[config.mk]
export PLATFORM = sky130hd
export DESIGN_NAME = gcsr_regs_top
export DESIGN_NICKNAME = d
export VERILOG_FILES = /design/src/verilog/gcsr_pkg.sv /design/src/verilog/gcsr_sync.sv /design/src/verilog/gcsr_regs_top.sv
export VERILOG_INCLUDE_DIRS = /design/src /design/src/verilog
export SDC_FILE = /design/constraint.sdc
export NUM_CORES = 1
export LEC_CHECK = 0
export BUFFER_PORTS_ARGS = -buffer_cell sky130_fd_sc_hd__buf_2
export CORE_MARGIN = 8
export CORE_UTILIZATION = 59
export DETAILED_ROUTE_END_ITERATION = 7
export GPL_TIMING_DRIVEN = 0
export PLACE_DENSITY_LB_ADDON = 0.2
export RECOVER_POWER = 100
export SLEW_MARGIN = 30
export SYNTH_ARGS = -nofsm -noshare
export SYNTH_HDL_FRONTEND = slang
export SYNTH_SLANG_ARGS = --single-unit
[constraint.sdc]
create_clock -name clk -period 2.8 [get_ports clk]
set_input_delay 0.56 -clock clk [delete_from_list [all_inputs] [get_ports clk]]
set_output_delay 0.56 -clock clk [all_outputs]
set_load 0.01 [all_outputs]
[src/verilog/gcsr_cfg.svh]
// Constants of the global configuration and status register group.
// Assumes inclusion by bare name from the package and the top module.
`ifndef GCSR_CFG_SVH
`define GCSR_CFG_SVH

// Serial frame layout
`define GCSR_FRAME_BITS   6'h28
`define GCSR_CNT_W        6
`define GCSR_SHIFT_W      40
`define GCSR_DATA_W       32
`define GCSR_IDX_W        7
`define GCSR_WR_BIT       39
`define GCSR_IDX_HI       38
`define GCSR_IDX_LO       32

// Register indices, write adds the top address bit
`define GCSR_REG_GCONF    7'h00
`define GCSR_REG_GLOBAL_STATUS    7'h01
`define GCSR_REG_TESTSEL  7'h03
`define GCSR_REG_INPUT    7'h04
`define GCSR_REG_XCMP     7'h05

// Configuration fields
`define GCSR_GCONF_W      11
`define GCSR_GC_POSCMP    3
`define GCSR_GC_TESTMODE  7
`define GCSR_GC_INVA      8
`define GCSR_GC_INVB      9
`define GCSR_GC_LOCK      10

// Status fields
`define GCSR_GLOBAL_STATUS_W      4
`define GCSR_GS_RESET     0
`define GCSR_GS_DRVA      1
`define GCSR_GS_DRVB      2
`define GCSR_GS_UV        3
`define GCSR_GLOBAL_STATUS_RST    4'h1

// Test selector and readback fields
`define GCSR_TESTSEL_W    4
`define GCSR_IN_ENN_BIT   7
`define GCSR_REV_W        8
`define GCSR_STAT_PAD     4'h0

`endif

[src/verilog/gcsr_pkg.sv]
// Types of the global configuration and status register group.
// Assumes gcsr_cfg.svh is on the include path.
`default_nettype none
`include "gcsr_cfg.svh"

package gcsr_pkg;

	// Serial frame sequencer, one-hot
	typedef enum logic [2:0] {
		GCSR_IDLE   = 3'h1,
		GCSR_SHIFT  = 3'h2,
		GCSR_COMMIT = 3'h4
	} gcsr_state_t;

	// Whole state of the top module except the synchroniser stages
	typedef struct packed {
		gcsr_state_t                  state;
		logic                         sckPrev;
		logic                         csnPrev;
		logic [`GCSR_CNT_W-1:0]       bitCnt;
		logic [`GCSR_SHIFT_W-1:0]     rxShift;
		logic [`GCSR_SHIFT_W-1:0]     txShift;
		logic [`GCSR_DATA_W-1:0]      readData;
		logic [`GCSR_GCONF_W-1:0]     gconf;
		logic [`GCSR_GLOBAL_STATUS_W-1:0]     global_status;
		logic [`GCSR_TESTSEL_W-1:0]   testSel;
		logic [`GCSR_DATA_W-1:0]      compare;
		logic                         pulse;
		logic                         intLvl;
		logic                         dirA;
		logic                         dirB;
		logic                         drvDisable;
		logic                         sdoOe;
	} gcsr_regs_t;

endpackage

`default_nettype wire

[src/verilog/gcsr_sync.sv]
// Two-stage synchroniser for a group of pin inputs.
// Assumes inputs are asynchronous to clk; idle level of all is high.
`timescale 1ns/100ps
`default_nettype none

module gcsr_sync #(
	parameter int WIDTH = 4
) (
	// Clock and reset
	input  wire logic             clk,
	input  wire logic             rst_n,
	// Raw pins and synchronised copy
	input  wire logic [WIDTH-1:0] pinIn,
	output logic      [WIDTH-1:0] pinSync
);

	// Both stages in one state word
	typedef struct packed {
		logic [WIDTH-1:0] meta;
		logic [WIDTH-1:0] stable;
	} gcsr_sync_t;

	gcsr_sync_t syncState_r;    // Registered stages
	gcsr_sync_t syncState_nxt;  // Next stages

	// First stage feeds only the second
	always_comb begin
		syncState_nxt.meta   = pinIn;
		syncState_nxt.stable = syncState_r.meta;
	end

	// Reset to idle-high so no false edge at release
	always_ff @(posedge clk or negedge rst_n) begin
		if (!rst_n) begin
			syncState_r <= '1;
		end else begin
			syncState_r <= syncState_nxt;
		end
	end

	assign pinSync = syncState_r.stable;

endmodule // gcsr_sync

`default_nettype wire

[src/verilog/gcsr_regs_top.sv]
// Global configuration and status registers behind the serial port.
// Assumes a 40-bit frame, MSB first, sampled on rising sck.
// Assumes sck and csn are slow against clk (several clk per half).
// Assumes protection and motion inputs come from this clock.
// Assumes read results return in the frame after the read.
// Limitation: a frame cut short is dropped without trace.
// Limitation: sck and sdi share sync lag, so setup holds.
`timescale 1ns/100ps
`default_nettype none
`include "gcsr_cfg.svh"

module gcsr_regs_top #(
	// Revision code, value arbitrary
	// Kept as a parameter so a respin only changes it
	parameter logic [`GCSR_REV_W-1:0] REVISION_CODE = 8'h5A
) (
	// Clock and reset
	input  wire logic                    clk,
	input  wire logic                    rst_n,

	// Serial register port pins
	input  wire logic                    sckPin,
	input  wire logic                    csnPin_n,
	input  wire logic                    sdiPin,
	output logic                         sdoOut,
	output logic                         sdoOe,

	// Driver enable pin, active low
	input  wire logic                    driver_enable_n_pin,

	// Motion core, same clock
	input  wire logic [`GCSR_DATA_W-1:0] actual_position,
	input  wire logic                    intRequest,
	input  wire logic                    motorADirCmd,
	input  wire logic                    motorBDirCmd,

	// Driver protection, same clock
	input  wire logic                    driverAOverTemp,
	input  wire logic                    driverAShort,
	input  wire logic                    driverBOverTemp,
	input  wire logic                    driverBShort,
	input  wire logic                    pumpUndervoltage,

	// Position pulse and interrupt pins
	output logic                         position_pulse_out,
	output logic                         positionPulseOe,
	output logic                         intOut,
	output logic                         intOe,

	// Motor direction and driver gate
	output logic                         motorADirOut,
	output logic                         motorBDirOut,
	output logic                         driversDisable,

	// Analog test routing
	output logic                         refTestEnable,
	output logic [`GCSR_TESTSEL_W-1:0]   testSignalSelect
);

	// Synchronised pins
	// Only these copies are read; raw pins never are
	logic [3:0] pinSync;              // All four pins after two flops
	logic       sckS;                 // Serial clock
	logic       csnS;                 // Chip select, low active
	logic       sdiS;                 // Serial data in
	logic       ennS;                 // Driver enable pin level

	// State word
	// One packed word holds every flop of the block except the synchroniser stages
	gcsr_pkg::gcsr_regs_t regs_r;     // Registered state
	gcsr_pkg::gcsr_regs_t regs_nxt;   // Next state

	// Decoded events
	// All combinational, valid in the cycle they are seen
	logic sckRise;                    // Sample edge
	logic sckFall;                    // Shift-out edge
	logic csnFall;                    // Frame start
	logic csnRise;                    // Frame end
	logic clrStat;                    // Status read this cycle
	logic drvAErr;                    // Any driver A error
	logic drvBErr;                    // Any driver B error
	logic [`GCSR_IDX_W-1:0] regIdx;   // Addressed register
	logic [`GCSR_DATA_W-1:0] wrData;  // Written word

	// Pins cross into clk domain here
	// All four share one lag, so sck and sdi stay aligned
	// Three clk per edge seen; sets the shortest host half
	gcsr_sync #(
		.WIDTH (4)
	) u_sync (
		.clk     (clk),
		.rst_n   (rst_n),
		.pinIn   ({sckPin, csnPin_n, sdiPin, driver_enable_n_pin}),
		.pinSync (pinSync)
	);

	assign sckS = pinSync[3];
	assign csnS = pinSync[2];
	assign sdiS = pinSync[1];
	assign ennS = pinSync[0];

	// Rising edge of a sampled level
	// Both inputs already synchronised
	function automatic logic edgeRise(input logic prev, input logic cur);
		edgeRise = cur & ~prev;
	endfunction

	// Falling edge of a sampled level
	// Both inputs already synchronised
	function automatic logic edgeFall(input logic prev, input logic cur);
		edgeFall = prev & ~cur;
	endfunction

	// Read multiplexer; write-only and unmapped read zero
	// Status is taken as it stands at the commit cycle
	function automatic logic [`GCSR_DATA_W-1:0] readMux(
		input logic [`GCSR_IDX_W-1:0] idx,
		input gcsr_pkg::gcsr_regs_t   st,
		input logic                   enn
	);
		logic [`GCSR_DATA_W-1:0] v;
		v = '0;
		case (idx)
			`GCSR_REG_GCONF: begin
				v[`GCSR_GCONF_W-1:0] = st.gconf;
			end
			`GCSR_REG_GLOBAL_STATUS: begin
				v[`GCSR_GLOBAL_STATUS_W-1:0] = st.global_status;
			end
			`GCSR_REG_INPUT: begin
				// Low bits carry nothing; host ignores them
				v[`GCSR_IN_ENN_BIT] = enn;
				v[`GCSR_DATA_W-1 -: `GCSR_REV_W] = REVISION_CODE;
			end
			default: begin
				v = '0;
			end
		endcase
		readMux = v;
	endfunction

	// Sticky flag update; a set beats the clearing read
	// Shared by all four status bits so they age alike
	function automatic logic stickyNext(
		input logic setEv,
		input logic cur,
		input logic clr
	);
		stickyNext = setEv | (cur & ~clr);
	endfunction

	// Edge decode against previous sample
	// Prev flops reset high, matching idle pins
	assign sckRise = edgeRise(regs_r.sckPrev, sckS);
	assign sckFall = edgeFall(regs_r.sckPrev, sckS);
	assign csnFall = edgeFall(regs_r.csnPrev, csnS);
	assign csnRise = edgeRise(regs_r.csnPrev, csnS);

	// Frame fields
	// Valid only in COMMIT, after all 40 bits are in
	assign regIdx = regs_r.rxShift[`GCSR_IDX_HI:`GCSR_IDX_LO];
	assign wrData = regs_r.rxShift[`GCSR_DATA_W-1:0];

	// Error summaries per driver
	// Either cause latches the same status flag
	assign drvAErr = driverAOverTemp | driverAShort;
	assign drvBErr = driverBOverTemp | driverBShort;

	// Next-state logic for the whole block
	// One copy of the state word, filled from the old one
	// Defaults hold everything; branches change only their fields
	always_comb begin
		regs_nxt = regs_r;
		clrStat  = 1'b0;

		// Edge history
		// Sampled every clk, in every state
		regs_nxt.sckPrev = sckS;
		regs_nxt.csnPrev = csnS;

		// Serial frame sequencer
		// Idle waits, shift collects bits, commit acts once
		case (regs_r.state)
			gcsr_pkg::GCSR_IDLE: begin
				// Wait for select; sck activity alone is ignored
				if (csnFall) begin
					// Status byte first, then last read result
					regs_nxt.txShift = {`GCSR_STAT_PAD, regs_r.global_status,
						regs_r.readData};
					regs_nxt.bitCnt  = '0;
					regs_nxt.state   = gcsr_pkg::GCSR_SHIFT;
				end
			end
			gcsr_pkg::GCSR_SHIFT: begin
				// Select release ends the frame at any count
				if (csnRise) begin
					// Short frames are dropped whole
					if (regs_r.bitCnt == `GCSR_FRAME_BITS) begin
						regs_nxt.state = gcsr_pkg::GCSR_COMMIT;
					end else begin
						regs_nxt.state = gcsr_pkg::GCSR_IDLE;
					end
				end else begin
					if (sckRise) begin
						// Long frames keep their last 40 bits
						regs_nxt.rxShift = {regs_r.rxShift[`GCSR_SHIFT_W-2:0], sdiS};
						// Bit count saturates at a full frame
						if (regs_r.bitCnt != `GCSR_FRAME_BITS) begin
							regs_nxt.bitCnt = regs_r.bitCnt + 6'h01;
						end
					end
					// Idle-high sck gives a fall before any rise
					if (sckFall && regs_r.bitCnt != '0) begin
						regs_nxt.txShift = {regs_r.txShift[`GCSR_SHIFT_W-2:0], 1'b0};
					end
				end
			end
			gcsr_pkg::GCSR_COMMIT: begin
				// One cycle only; the port is idle again after it
				regs_nxt.state = gcsr_pkg::GCSR_IDLE;
				if (regs_r.rxShift[`GCSR_WR_BIT]) begin
					// Register write
					case (regIdx)
						`GCSR_REG_GCONF: begin
							// Locked copy stays until reset
							if (!regs_r.gconf[`GCSR_GC_LOCK]) begin
								// Reserved bits stored as written
								regs_nxt.gconf = wrData[`GCSR_GCONF_W-1:0];
							end
						end
						`GCSR_REG_TESTSEL: begin
							// Upper codes kept as written
							regs_nxt.testSel = wrData[`GCSR_TESTSEL_W-1:0];
						end
						`GCSR_REG_XCMP: begin
							// Full word lands at once, so no torn compare
							regs_nxt.compare = wrData;
						end
						default: begin
							// Read-only or unmapped: ignored
							regs_nxt.state = gcsr_pkg::GCSR_IDLE;
						end
					endcase
				end else begin
					// Read: result goes out in next frame
					// Held until the next read, not cleared by writes
					regs_nxt.readData = readMux(regIdx, regs_r, ennS);
					if (regIdx == `GCSR_REG_GLOBAL_STATUS) begin
						clrStat = 1'b1;
					end
				end
			end
			default: begin
				// Illegal code falls back to idle
				regs_nxt.state = gcsr_pkg::GCSR_IDLE;
			end
		endcase

		// Sticky status; a set in the clearing cycle wins
		// Reset flag has no set here; only reset raises it
		regs_nxt.global_status[`GCSR_GS_RESET] = stickyNext(1'b0,
			regs_r.global_status[`GCSR_GS_RESET], clrStat);
		// Active error re-sets the flag, so it cannot clear
		regs_nxt.global_status[`GCSR_GS_DRVA] = stickyNext(drvAErr,
			regs_r.global_status[`GCSR_GS_DRVA], clrStat);
		regs_nxt.global_status[`GCSR_GS_DRVB] = stickyNext(drvBErr,
			regs_r.global_status[`GCSR_GS_DRVB], clrStat);
		// Pump flag kept sticky like the driver flags
		regs_nxt.global_status[`GCSR_GS_UV] = stickyNext(pumpUndervoltage,
			regs_r.global_status[`GCSR_GS_UV], clrStat);

		// Registered outputs
		// One clk of lag on each, traded for glitch-free pins
		// Pulse is high only while position equals the compare word
		regs_nxt.pulse      = (actual_position == regs_r.compare);
		regs_nxt.intLvl     = intRequest;
		regs_nxt.dirA       = motorADirCmd ^ regs_r.gconf[`GCSR_GC_INVA];
		regs_nxt.dirB       = motorBDirCmd ^ regs_r.gconf[`GCSR_GC_INVB];
		// Gate follows the live level, not the sticky flag
		regs_nxt.drvDisable = pumpUndervoltage;
		// SDO floats outside a frame
		// Enable lags select by the sync delay
		regs_nxt.sdoOe      = ~csnS;
	end

	// State register; status reset flag comes up set
	// Edge history reset high so no false frame at release
	always_ff @(posedge clk or negedge rst_n) begin
		if (!rst_n) begin
			regs_r         <= '0;
			regs_r.state   <= gcsr_pkg::GCSR_IDLE;
			regs_r.sckPrev <= 1'b1;
			regs_r.csnPrev <= 1'b1;
			regs_r.global_status   <= `GCSR_GLOBAL_STATUS_RST;
		end else begin
			regs_r <= regs_nxt;
		end
	end

	// Serial out, MSB first
	// Host sees status byte first, then the last read word
	assign sdoOut = regs_r.txShift[`GCSR_SHIFT_W-1];
	assign sdoOe  = regs_r.sdoOe;

	// Pulse and interrupt pins, tristated until enabled
	// Board needs pull-ups while the enable bit is low
	assign position_pulse_out = regs_r.pulse;
	assign positionPulseOe    = regs_r.gconf[`GCSR_GC_POSCMP];
	assign intOut             = regs_r.intLvl;
	assign intOe              = regs_r.gconf[`GCSR_GC_POSCMP];

	// Motor and driver controls
	// Inversion applies from the clk after the config write
	assign motorADirOut   = regs_r.dirA;
	assign motorBDirOut   = regs_r.dirB;
	assign driversDisable = regs_r.drvDisable;

	// Test routing; host keeps both zero normally
	// Analog switch itself sits outside this block
	assign refTestEnable    = regs_r.gconf[`GCSR_GC_TESTMODE];
	assign testSignalSelect = regs_r.testSel;

endmodule // gcsr_regs_top

`default_nettype wire

# Yosys cells after proc, flatten, opt, wreduce, memory -nomap -nowiden
# Index checks and enable logic that the tools add are counted.
# word_totals
reg_bits,175
in_bits,46
out_inout_bits,14
elab_cells,94
# classes
addsub,1
eq_ne,16
muxes,21
bitwise_logic,23
reduce_logical,13
# ops
operator,count
two-way mux 86 bit,1
two-way mux 40 bit,2
one-hot mux 40 bit (2 select lines),1
two-way mux 46 bit,1
equality test 32 bit,1
two-way mux 3 bit,5
"equality test 7 x 3 -> 1 bit, second input constant",2
two-way mux 6 bit,2
"!= test 2 bit, second input constant",6
one-hot mux 6 bit (2 select lines),1
AND reduction 3 bit,4
two-way mux 11 bit,1
bitwise AND 1 bit,8
inverter 1 bit,8
one-hot mux 4 bit (2 select lines),1
AND reduction 4 bit,2
"equality test 7 x 1 -> 1 bit, second input constant",1
"equality test 7 x 2 -> 1 bit, second input constant",1
logical NOT 7 bit,1
two-way mux 7 bit,1
"adder 6 x 1 -> 6 bit, second input constant",1
"equality test 6 bit, second input constant",1
"!= test 6 bit, second input constant",1
one-hot mux 3 bit (2 select lines),1
12 further kinds,20

# Logic depth before layout (Yosys ltp)
# Gate-level depths: netlist of run 1.
# depth
depth_word,7
mapped_depth,7
depth_no_buf,6

# Hierarchy
# Synthesis of run 1 repeated with hierarchy kept, for this count alone.
# unflattened
cells_unflattened,545
hier_area_um2,7149.4
# modules_own_cells
module,instances,cells_per_inst,area_per_inst_um2,seq_area_each_um2
gcsr_regs_top,1,537,6939.2,4008.8
gcsr_sync,1,8,210.2,210.2

# Worst setup path after synthesis of run 1
# No wires, ideal clock.
# synth_timing
path_type,register to register
from,"reg regs_r, in the netlist regIdx[2]"
to,"reg regs_r, in the netlist intOe"
setup_ps,125
arrival_ps,2030
required_ps,2675
path_slack_ps,646
path_stages_with_launch,6
n_path_buf,1
period_less_slack_ps,2154
cell_sequence,dfrtp_1 or4_1 nand2b_1 buf_6 nor4_4 mux2_2
# synth_between
elab_chain_len,2
# synth_rtl
element,line_no,source
from (decl),gcsr_regs_top.sv:70,gcsr_pkg::gcsr_regs_t regs_r;
from (signal assigned),gcsr_regs_top.sv:296,regs_r <= regs_nxt;
logical NOT 7 bit,gcsr_regs_top.sv:223,case (regIdx)
AND reduction 4 bit (no line),--,
# No other way between the ends.
# A chain may end at the register's enable or synchronous reset.

# Final worst setup path of run 1
# layout_timing
from,reg regs_r[177] in the netlist's numbering
to,reg regs_r[120] in the netlist's numbering
# layout_between
elab_chain_len,3
elab_cells_between_ends,8
classes_between,eq/ne: 5; mux: 1; reduce/logical: 2
# layout_rtl
element,line_no,source
equality test 3 x 2 -> 1 bit / equality test 3 x 1 -> 1 bit (equally long branches),gcsr_regs_top.sv:183,case (regs_r.state)
!= test 2 bit (no line) / nonzero test 2 bit (equally long branches),--,
AND reduction 4 bit (no line),--,
# Parallel ways exist; a longest one is shown, timed or not.

==> results of run 1 <==
==> Yosys cell counts, drive strengths merged, types with 3 or more instances <==
master / instances / share of area
dfrtp: 156 / 0.55
nand2: 136 / 0.072
mux2: 73 / 0.12
xor2: 34 / 0.042
a22o: 24 / 0.030
inv: 20 / 0.011
clkbuf: 18 / 0.0096
buf: 16 / 0.013
mux2i: 16 / 0.023
nor3: 14 / 0.0099
dfstp: 12 / 0.045
nor4: 9 / 0.010
nand3: 7 / 0.0050
nand2b: 6 / 0.0053
nor2: 5 / 0.0027
o31ai: 5 / 0.0053
a21o: 4 / 0.0043
a21oi: 4 / 0.0028
a31oi: 4 / 0.0035
o21ai: 4 / 0.0028
nand4: 3 / 0.0027
or3: 3 / 0.0028
==> critical path: stages (launching register included) <==
cell      delay [ns]
dfstp_1         0.41
or3b_2          0.52
nor2_1          0.37
clkbuf_1        0.43
clkbuf_1        0.46
nand2_1         0.10
mux2i_1         0.15
==> sequential cells by signal (all words and copies together), names as in the netlist <==
signal,flops
intOut,1
sdoOut,1
position_pulse_out,1
motorBDirOut,1
u_sync.syncState_nxt,4
u_sync.pinSync,4
sdoOe,1
regs_r,140
regIdx,7
refTestEnable,1
driversDisable,1
testSignalSelect,4
motorADirOut,1
intOe,1
==> worst min path at each step <==
stage                                      start                                end  slack [ns]  cells after the start
6_report                                  sckPin  u_sync.syncState_nxt[3]$_DFF_PN1_        0.23                      1
5_1_grt                                   sckPin  u_sync.syncState_nxt[3]$_DFF_PN1_        0.21                      1
4_1_cts                                    rst_n            regs_r[171]$_DFFE_PN0P_        0.16                      2
3_5_place_dp   u_sync.syncState_nxt[1]$_DFF_PN1_        u_sync.pinSync[1]$_DFF_PN1_        0.35                      0
3_3_place_gp   u_sync.syncState_nxt[1]$_DFF_PN1_        u_sync.pinSync[1]$_DFF_PN1_        0.35                      0
2_1_floorplan                              rst_n           driversDisable$_DFF_PN0_        0.26                      0
==> per-layer routing <==
layer  share of wire  vias up  wire length [um]  track usage
li1                -     2191                 -            -
met1            0.45     2319              6502       0.2450
met2            0.50       85              7205       0.3148
met3           0.037       11               530      0.05185
met4           0.011        0               153      0.06089
met5               0        -                 0            0
==> final cells by class <==
type | count | area (um^2)
multi-input combinational | 376 | 2608
clock inverter | 12 | 91.34
sequential | 168 | 4219
buffer | 34 | 148.9
clock buffer | 20 | 456.7
inverter | 20 | 75.07
tap | 147 | 183.9
fill | 896 | 3761
timing repair buffer | 61 | 317.8
==> power breakdown <==
part	internal (mW)	switching (mW)
registers	2.46	0.0186
logic	0.0710	0.126
clock network	1.19	0.956
==> cells by family (layout without fill, tap and decap cells) <==
family | after synthesis | after routing | share of synthesized area
XOR/XNOR | 35 | 35 | 0.04342
adder cells (fa/ha/maj) | 2 | 2 | 0.003544
AND/OR/NAND/NOR | 197 | 197 | 0.1255
buffers and inverters | 54 | 147 | 0.03314
flip-flops | 168 | 168 | 0.5976
multiplexers | 89 | 89 | 0.1391
AO/OA/AOI/OAI | 53 | 53 | 0.05777
==> results.toml, run 1 <==
[floorplanning]
core_mm2 = 0.01186
die_area_mm2 = 0.01572
rows = 40
fp.dieW_um = 125.4
die_h_um = 125.4
io_pins = 60
start_util = 0.5953

[cts]
htree_levels = 4
cts_setup_buffers = 0
cts.sinks = 168
cts_tree = "done"
post_cts_resized = 0
cts_buffers = 17
cts_hold_buf = 0
cts-root-buf = "clkbuf_16"
clk_pin_slew_ns = 0.06
ctsLongestPathBuffers = 2
clk_latency_ns = 0.42

[logic_synthesis]
syn_inst = 598
synth_area_mm2 = 0.007061
yosysSeqAreaShare = 0.5976
syn_area_per_cell_um2 = 11.81
syn-num-nets = 646
synth_edf_count = 0
ys_seq_elements = 168
yosys_warnings = 0
yosysUniqueCellTypes = 47
ys.flop_type = "dfrtp_1"
synthArstFlopShare = 1.000

[timing]
max_freq_mhz = 394.3
holdWs_ns = 0.2323
layout_setup_ws_ns = 0.2636
max-slew-margin-rel = -0.4694
timing.setup.tns_ns = 0
rsz0062_at_grt = "no"
finClkSkew_ns = 0.006675
fin_crit_ns = 2.536
worst_slew_pin_slew_ns = 2.204
setup_viol = 0
finalHoldViolations = 0
post-route-period-util = 0.9058
drv_slew = 89

[global_route]
grt_usage = 0.1925
grt_pass1_vias = 4905
grt_antenna_before_repair = 0
globalRouteOverflowTotal = 0
grt_max_degree = 90
grt_pass1_wl_um = 24250

[final_layout]
instances_no_fill = 838
layout.nets = 726
final_cell_mix = "dfrtp_1 (156), nand2_1 (136), mux2_2 (72)"
final_common_cell = "dfrtp_1"
antennaDiodeCount = 0
finalInstanceArea_mm2 = 0.008100
drive_above_1_share = 0.2489
fin_util = 0.6829
areaGrowthSynthToFinish_pct = 14.73

[route]
vias = 4606
dr.pass1.iters = 5
routed_wl_um = 14390
ant_nets = 0
wire_per_inst_um = 17.18
detail_route.iter0.violations = 303
drcViolationCount = 0
via_per_inst = 5.496

[critical_path]
worst_setup_path_end_kind = "flip-flop"
crit_path_start = "regs_r[177]$_DFFE_PN1P_"
cp-start-kind = "flip-flop"
r2r_start = "regs_r[177]$_DFFE_PN1P_"
path_max_fanout = 10
crit_arrival_ns = 2.87
ff2ff_path_depth = 6
r2r_slack_ns = 0.26
crit_end = "regs_r[120]$_DFFE_PN0P_"
cp_data_required_time_ns = 3.13
r2r_end = "regs_r[120]$_DFFE_PN0P_"
crit_type = "flip-flop to flip-flop"

[placement]
dp.cells = 806
dp_slack_ns = 0.3905
dpl-instance-area_mm2 = 0.007605
dp_hpwl_um = 10080
place.gp.congestion = 0.7679
port_buffers = 59

[power]
finalPower_mw = 4.820
p_leak_nw = 4.164
ir_drop_uv = 493.0
p_per_area_mw_per_mm2 = 595.1

[run_status]
violations = "max-capacitance violations, max-slew violations"
status = "finished, violations left"

[hold_path]
holdCritPathClass = "primary input to flip-flop"

[job]
drv_cap = 1
Note: power is estimated with default switching activity, not from simulation.
==> run 2: changes to the inputs <==
--- a/config.mk
+++ b/config.mk
@@ -8,7 +8,7 @@
 export LEC_CHECK = 0
 export BUFFER_PORTS_ARGS = -buffer_cell sky130_fd_sc_hd__buf_2
 export CORE_MARGIN = 8
-export CORE_UTILIZATION = 59
+export CORE_UTILIZATION = 60
 export DETAILED_ROUTE_END_ITERATION = 7
 export GPL_TIMING_DRIVEN = 0
 export PLACE_DENSITY_LB_ADDON = 0.2
@@ -17,3 +17,4 @@
 export SYNTH_ARGS = -nofsm -noshare
 export SYNTH_HDL_FRONTEND = slang
 export SYNTH_SLANG_ARGS = --single-unit
+export TNS_END_PERCENT = 20
==> constraint.sdc (replaced) <==
create_clock -name clk -period 3.1 [get_ports clk]
set_input_delay 0.62 -clock clk [delete_from_list [all_inputs] [get_ports clk]]
set_output_delay 0.62 -clock clk [all_outputs]
set_load 0.01 [all_outputs]
==> results.toml, run 2 (same netlist as run 1, synthesis figures left out) <==
[cts]
htree_levels = 4
cts_setup_buffers = 0
cts.sinks = 168
post_cts_resized = 0
cts_hold_buf = 0
clk_pin_slew_ns = 0.06
cts-root-buf = "clkbuf_16"
ctsLongestPathBuffers = 2
cts_tree = "done"
cts_buffers = 17
clk_latency_ns = 0.42

[floorplanning]
rows = 39
start_util = 0.6157
fp.dieW_um = 124.5
io_pins = 60
core_mm2 = 0.01147
die_area_mm2 = 0.01550
die_h_um = 124.5

[global_route]
met2_usage = 0.3230
grt-busiest-layer = "met2"
grt_max_degree = 69
grt_pass1_vias = 4939
grt.met1_usage = 0.2365
grtUsageMet3 = 0.04298
globalRouteOverflowTotal = 0
grt_pass1_wl_um = 24370
grt_antenna_before_repair = 0
grt_usage = 0.1931

[final_layout]
areaGrowthSynthToFinish_pct = 15.75
fillers = 830
final_cell_mix = "dfrtp_1 (156), nand2_1 (136), mux2_2 (72)"
drive_above_1_share = 0.2449
layout.nets = 726
regMostFlops = "regs_r"
seq_area_mm2 = 0.004219
instances_no_fill = 833
largest_reg_flops = 140
final_common_cell = "dfrtp_1"
multiInputGateArea_mm2 = 0.002608
antennaDiodeCount = 0
fin_util = 0.7127

[timing]
max_freq_mhz = 399.7
fin_crit_ns = 2.502
finalHoldViolations = 0
finClkSkew_ns = 0.006943
layout_setup_ws_ns = 0.5979
worst_slew_pin_slew_ns = 1.270
rsz0062_at_grt = "no"
timing.setup.tns_ns = 0
max-slew-margin-rel = 0.1531
setup_viol = 0
drv_slew = 0
post-route-period-util = 0.8071

[hold_path]
holdCritPathClass = "primary input to async pin"

[critical_path]
path_max_fanout = 10
path_cells = "or4_1 > nand2b_1 > clkbuf_1 > nor4_4 > mux2_2"
r2r_start = "regIdx[5]$_DFFE_PN0P_"
crit_type = "flip-flop to flip-flop"
cp-start-kind = "flip-flop"
critPathSlowestCell = "nor4_4"
cp_data_required_time_ns = 3.41
crit_family = "simple AND/OR/NAND/NOR gates"
worst_setup_path_end_kind = "flip-flop"
crit_buf_inv = 1
cp.depth = 5
r2r_end = "refTestEnable$_DFFE_PN0P_"
critPathMaxStageDelay_ns = 0.61
ff2ff_path_depth = 5
crit_arrival_ns = 2.81
r2r_slack_ns = 0.60

[route]
drcViolationCount = 0
detail_route.iter0.violations = 235
via_per_inst = 5.611
vias = 4674
wire_per_inst_um = 17.38
ant_nets = 0
routed_wl_um = 14480
dr.pass1.iters = 5

[placement]
place.gp.congestion = 0.7721
dp.cells = 802
dp_slack_ns = 0.7270
port_buffers = 59
dp_hpwl_um = 10230

[power]
p_leak_nw = 4.187
switching_share = 0.2028
comb_power_share = 0.039
p_per_area_mw_per_mm2 = 566.6
finalPower_mw = 4.631
p_clk_frac = 0.479
ir_drop_uv = 367.3
power.switching_mw = 0.9391
p_int_mw = 3.692
seq_power_share = 0.483

[job]
drv_cap = 0

[run_status]
status = "complete, no violations"
-- run 2: cell types whose count changed in the layout (fill, tap and decap cells not counted), sizes merged --
cell / previous run / this run
clkinv: 7 / 2
dlymetal6s2s: 1 / 0
bufinv: 0 / 4
inv: 24 / 20
clkbuf: 62 / 67
-- run 2: final cells by class --
cell class | instances | share of cell area
flip-flops and latches | 168 | 0.5162
multi-input cells | 376 | 0.3190
clock buffers | 24 | 0.05894
repair buffers | 61 | 0.03919
well taps | 143 | 0.02189
plain buffers | 34 | 0.01822
clock inverters | 7 | 0.01730
inverters | 20 | 0.009186
-- run 2: worst max path at each step --
stage	startpoint	end
after floorplan	regIdx[2]$_DFFE_PN0P_	intOe$_DFFE_PN0P_
after global placement	rst_n	intOut$_DFF_PN0_
after detailed placement	u_sync.pinSync[2]$_DFF_PN1_	regs_r[92]$_DFFE_PN0P_
after CTS	regIdx[5]$_DFFE_PN0P_	refTestEnable$_DFFE_PN0P_
after global routing	regs_r[177]$_DFFE_PN1P_	regs_r[118]$_DFFE_PN0P_
final	regIdx[5]$_DFFE_PN0P_	refTestEnable$_DFFE_PN0P_
-- run 2: power groups by stage --
stage	combinational (mW)	sequential, mW	clock [mW]
final	0.178	2.24	2.22
after global routing	0.199	2.24	2.32
after CTS	0.188	2.24	2.25
after detailed placement	0.186	2.27	0
after global placement	0.171	2.27	0
after floorplan	0.0722	2.27	0
-- run 2: stage by stage --
step	instance area (um^2)	hold WS, ns
floorplan	7061	0.3244
global placement	7535	0.3463
detailed placement	7600	0.3482
CTS	8223	0.1084
global route	8173	0.1142
finish	8173	0.09425
-- run 2: per-layer routing --
metal	share of wire	wire (um)	vias to the layer above
li1	-	-	2183
met1	0.43	6161	2361
met2	0.51	7383	108
met3	0.042	614	22
met4	0.022	320	0
met5	0	0	-
-- run 2: worst reg2reg max path, delay by kind of cell (launching register included) --
family	cells	cell delay, ns
multiplexers	1	0.42
AND/OR/NAND/NOR	3	1.33
buffers and inverters	1	0.22
flip-flops	1	0.42
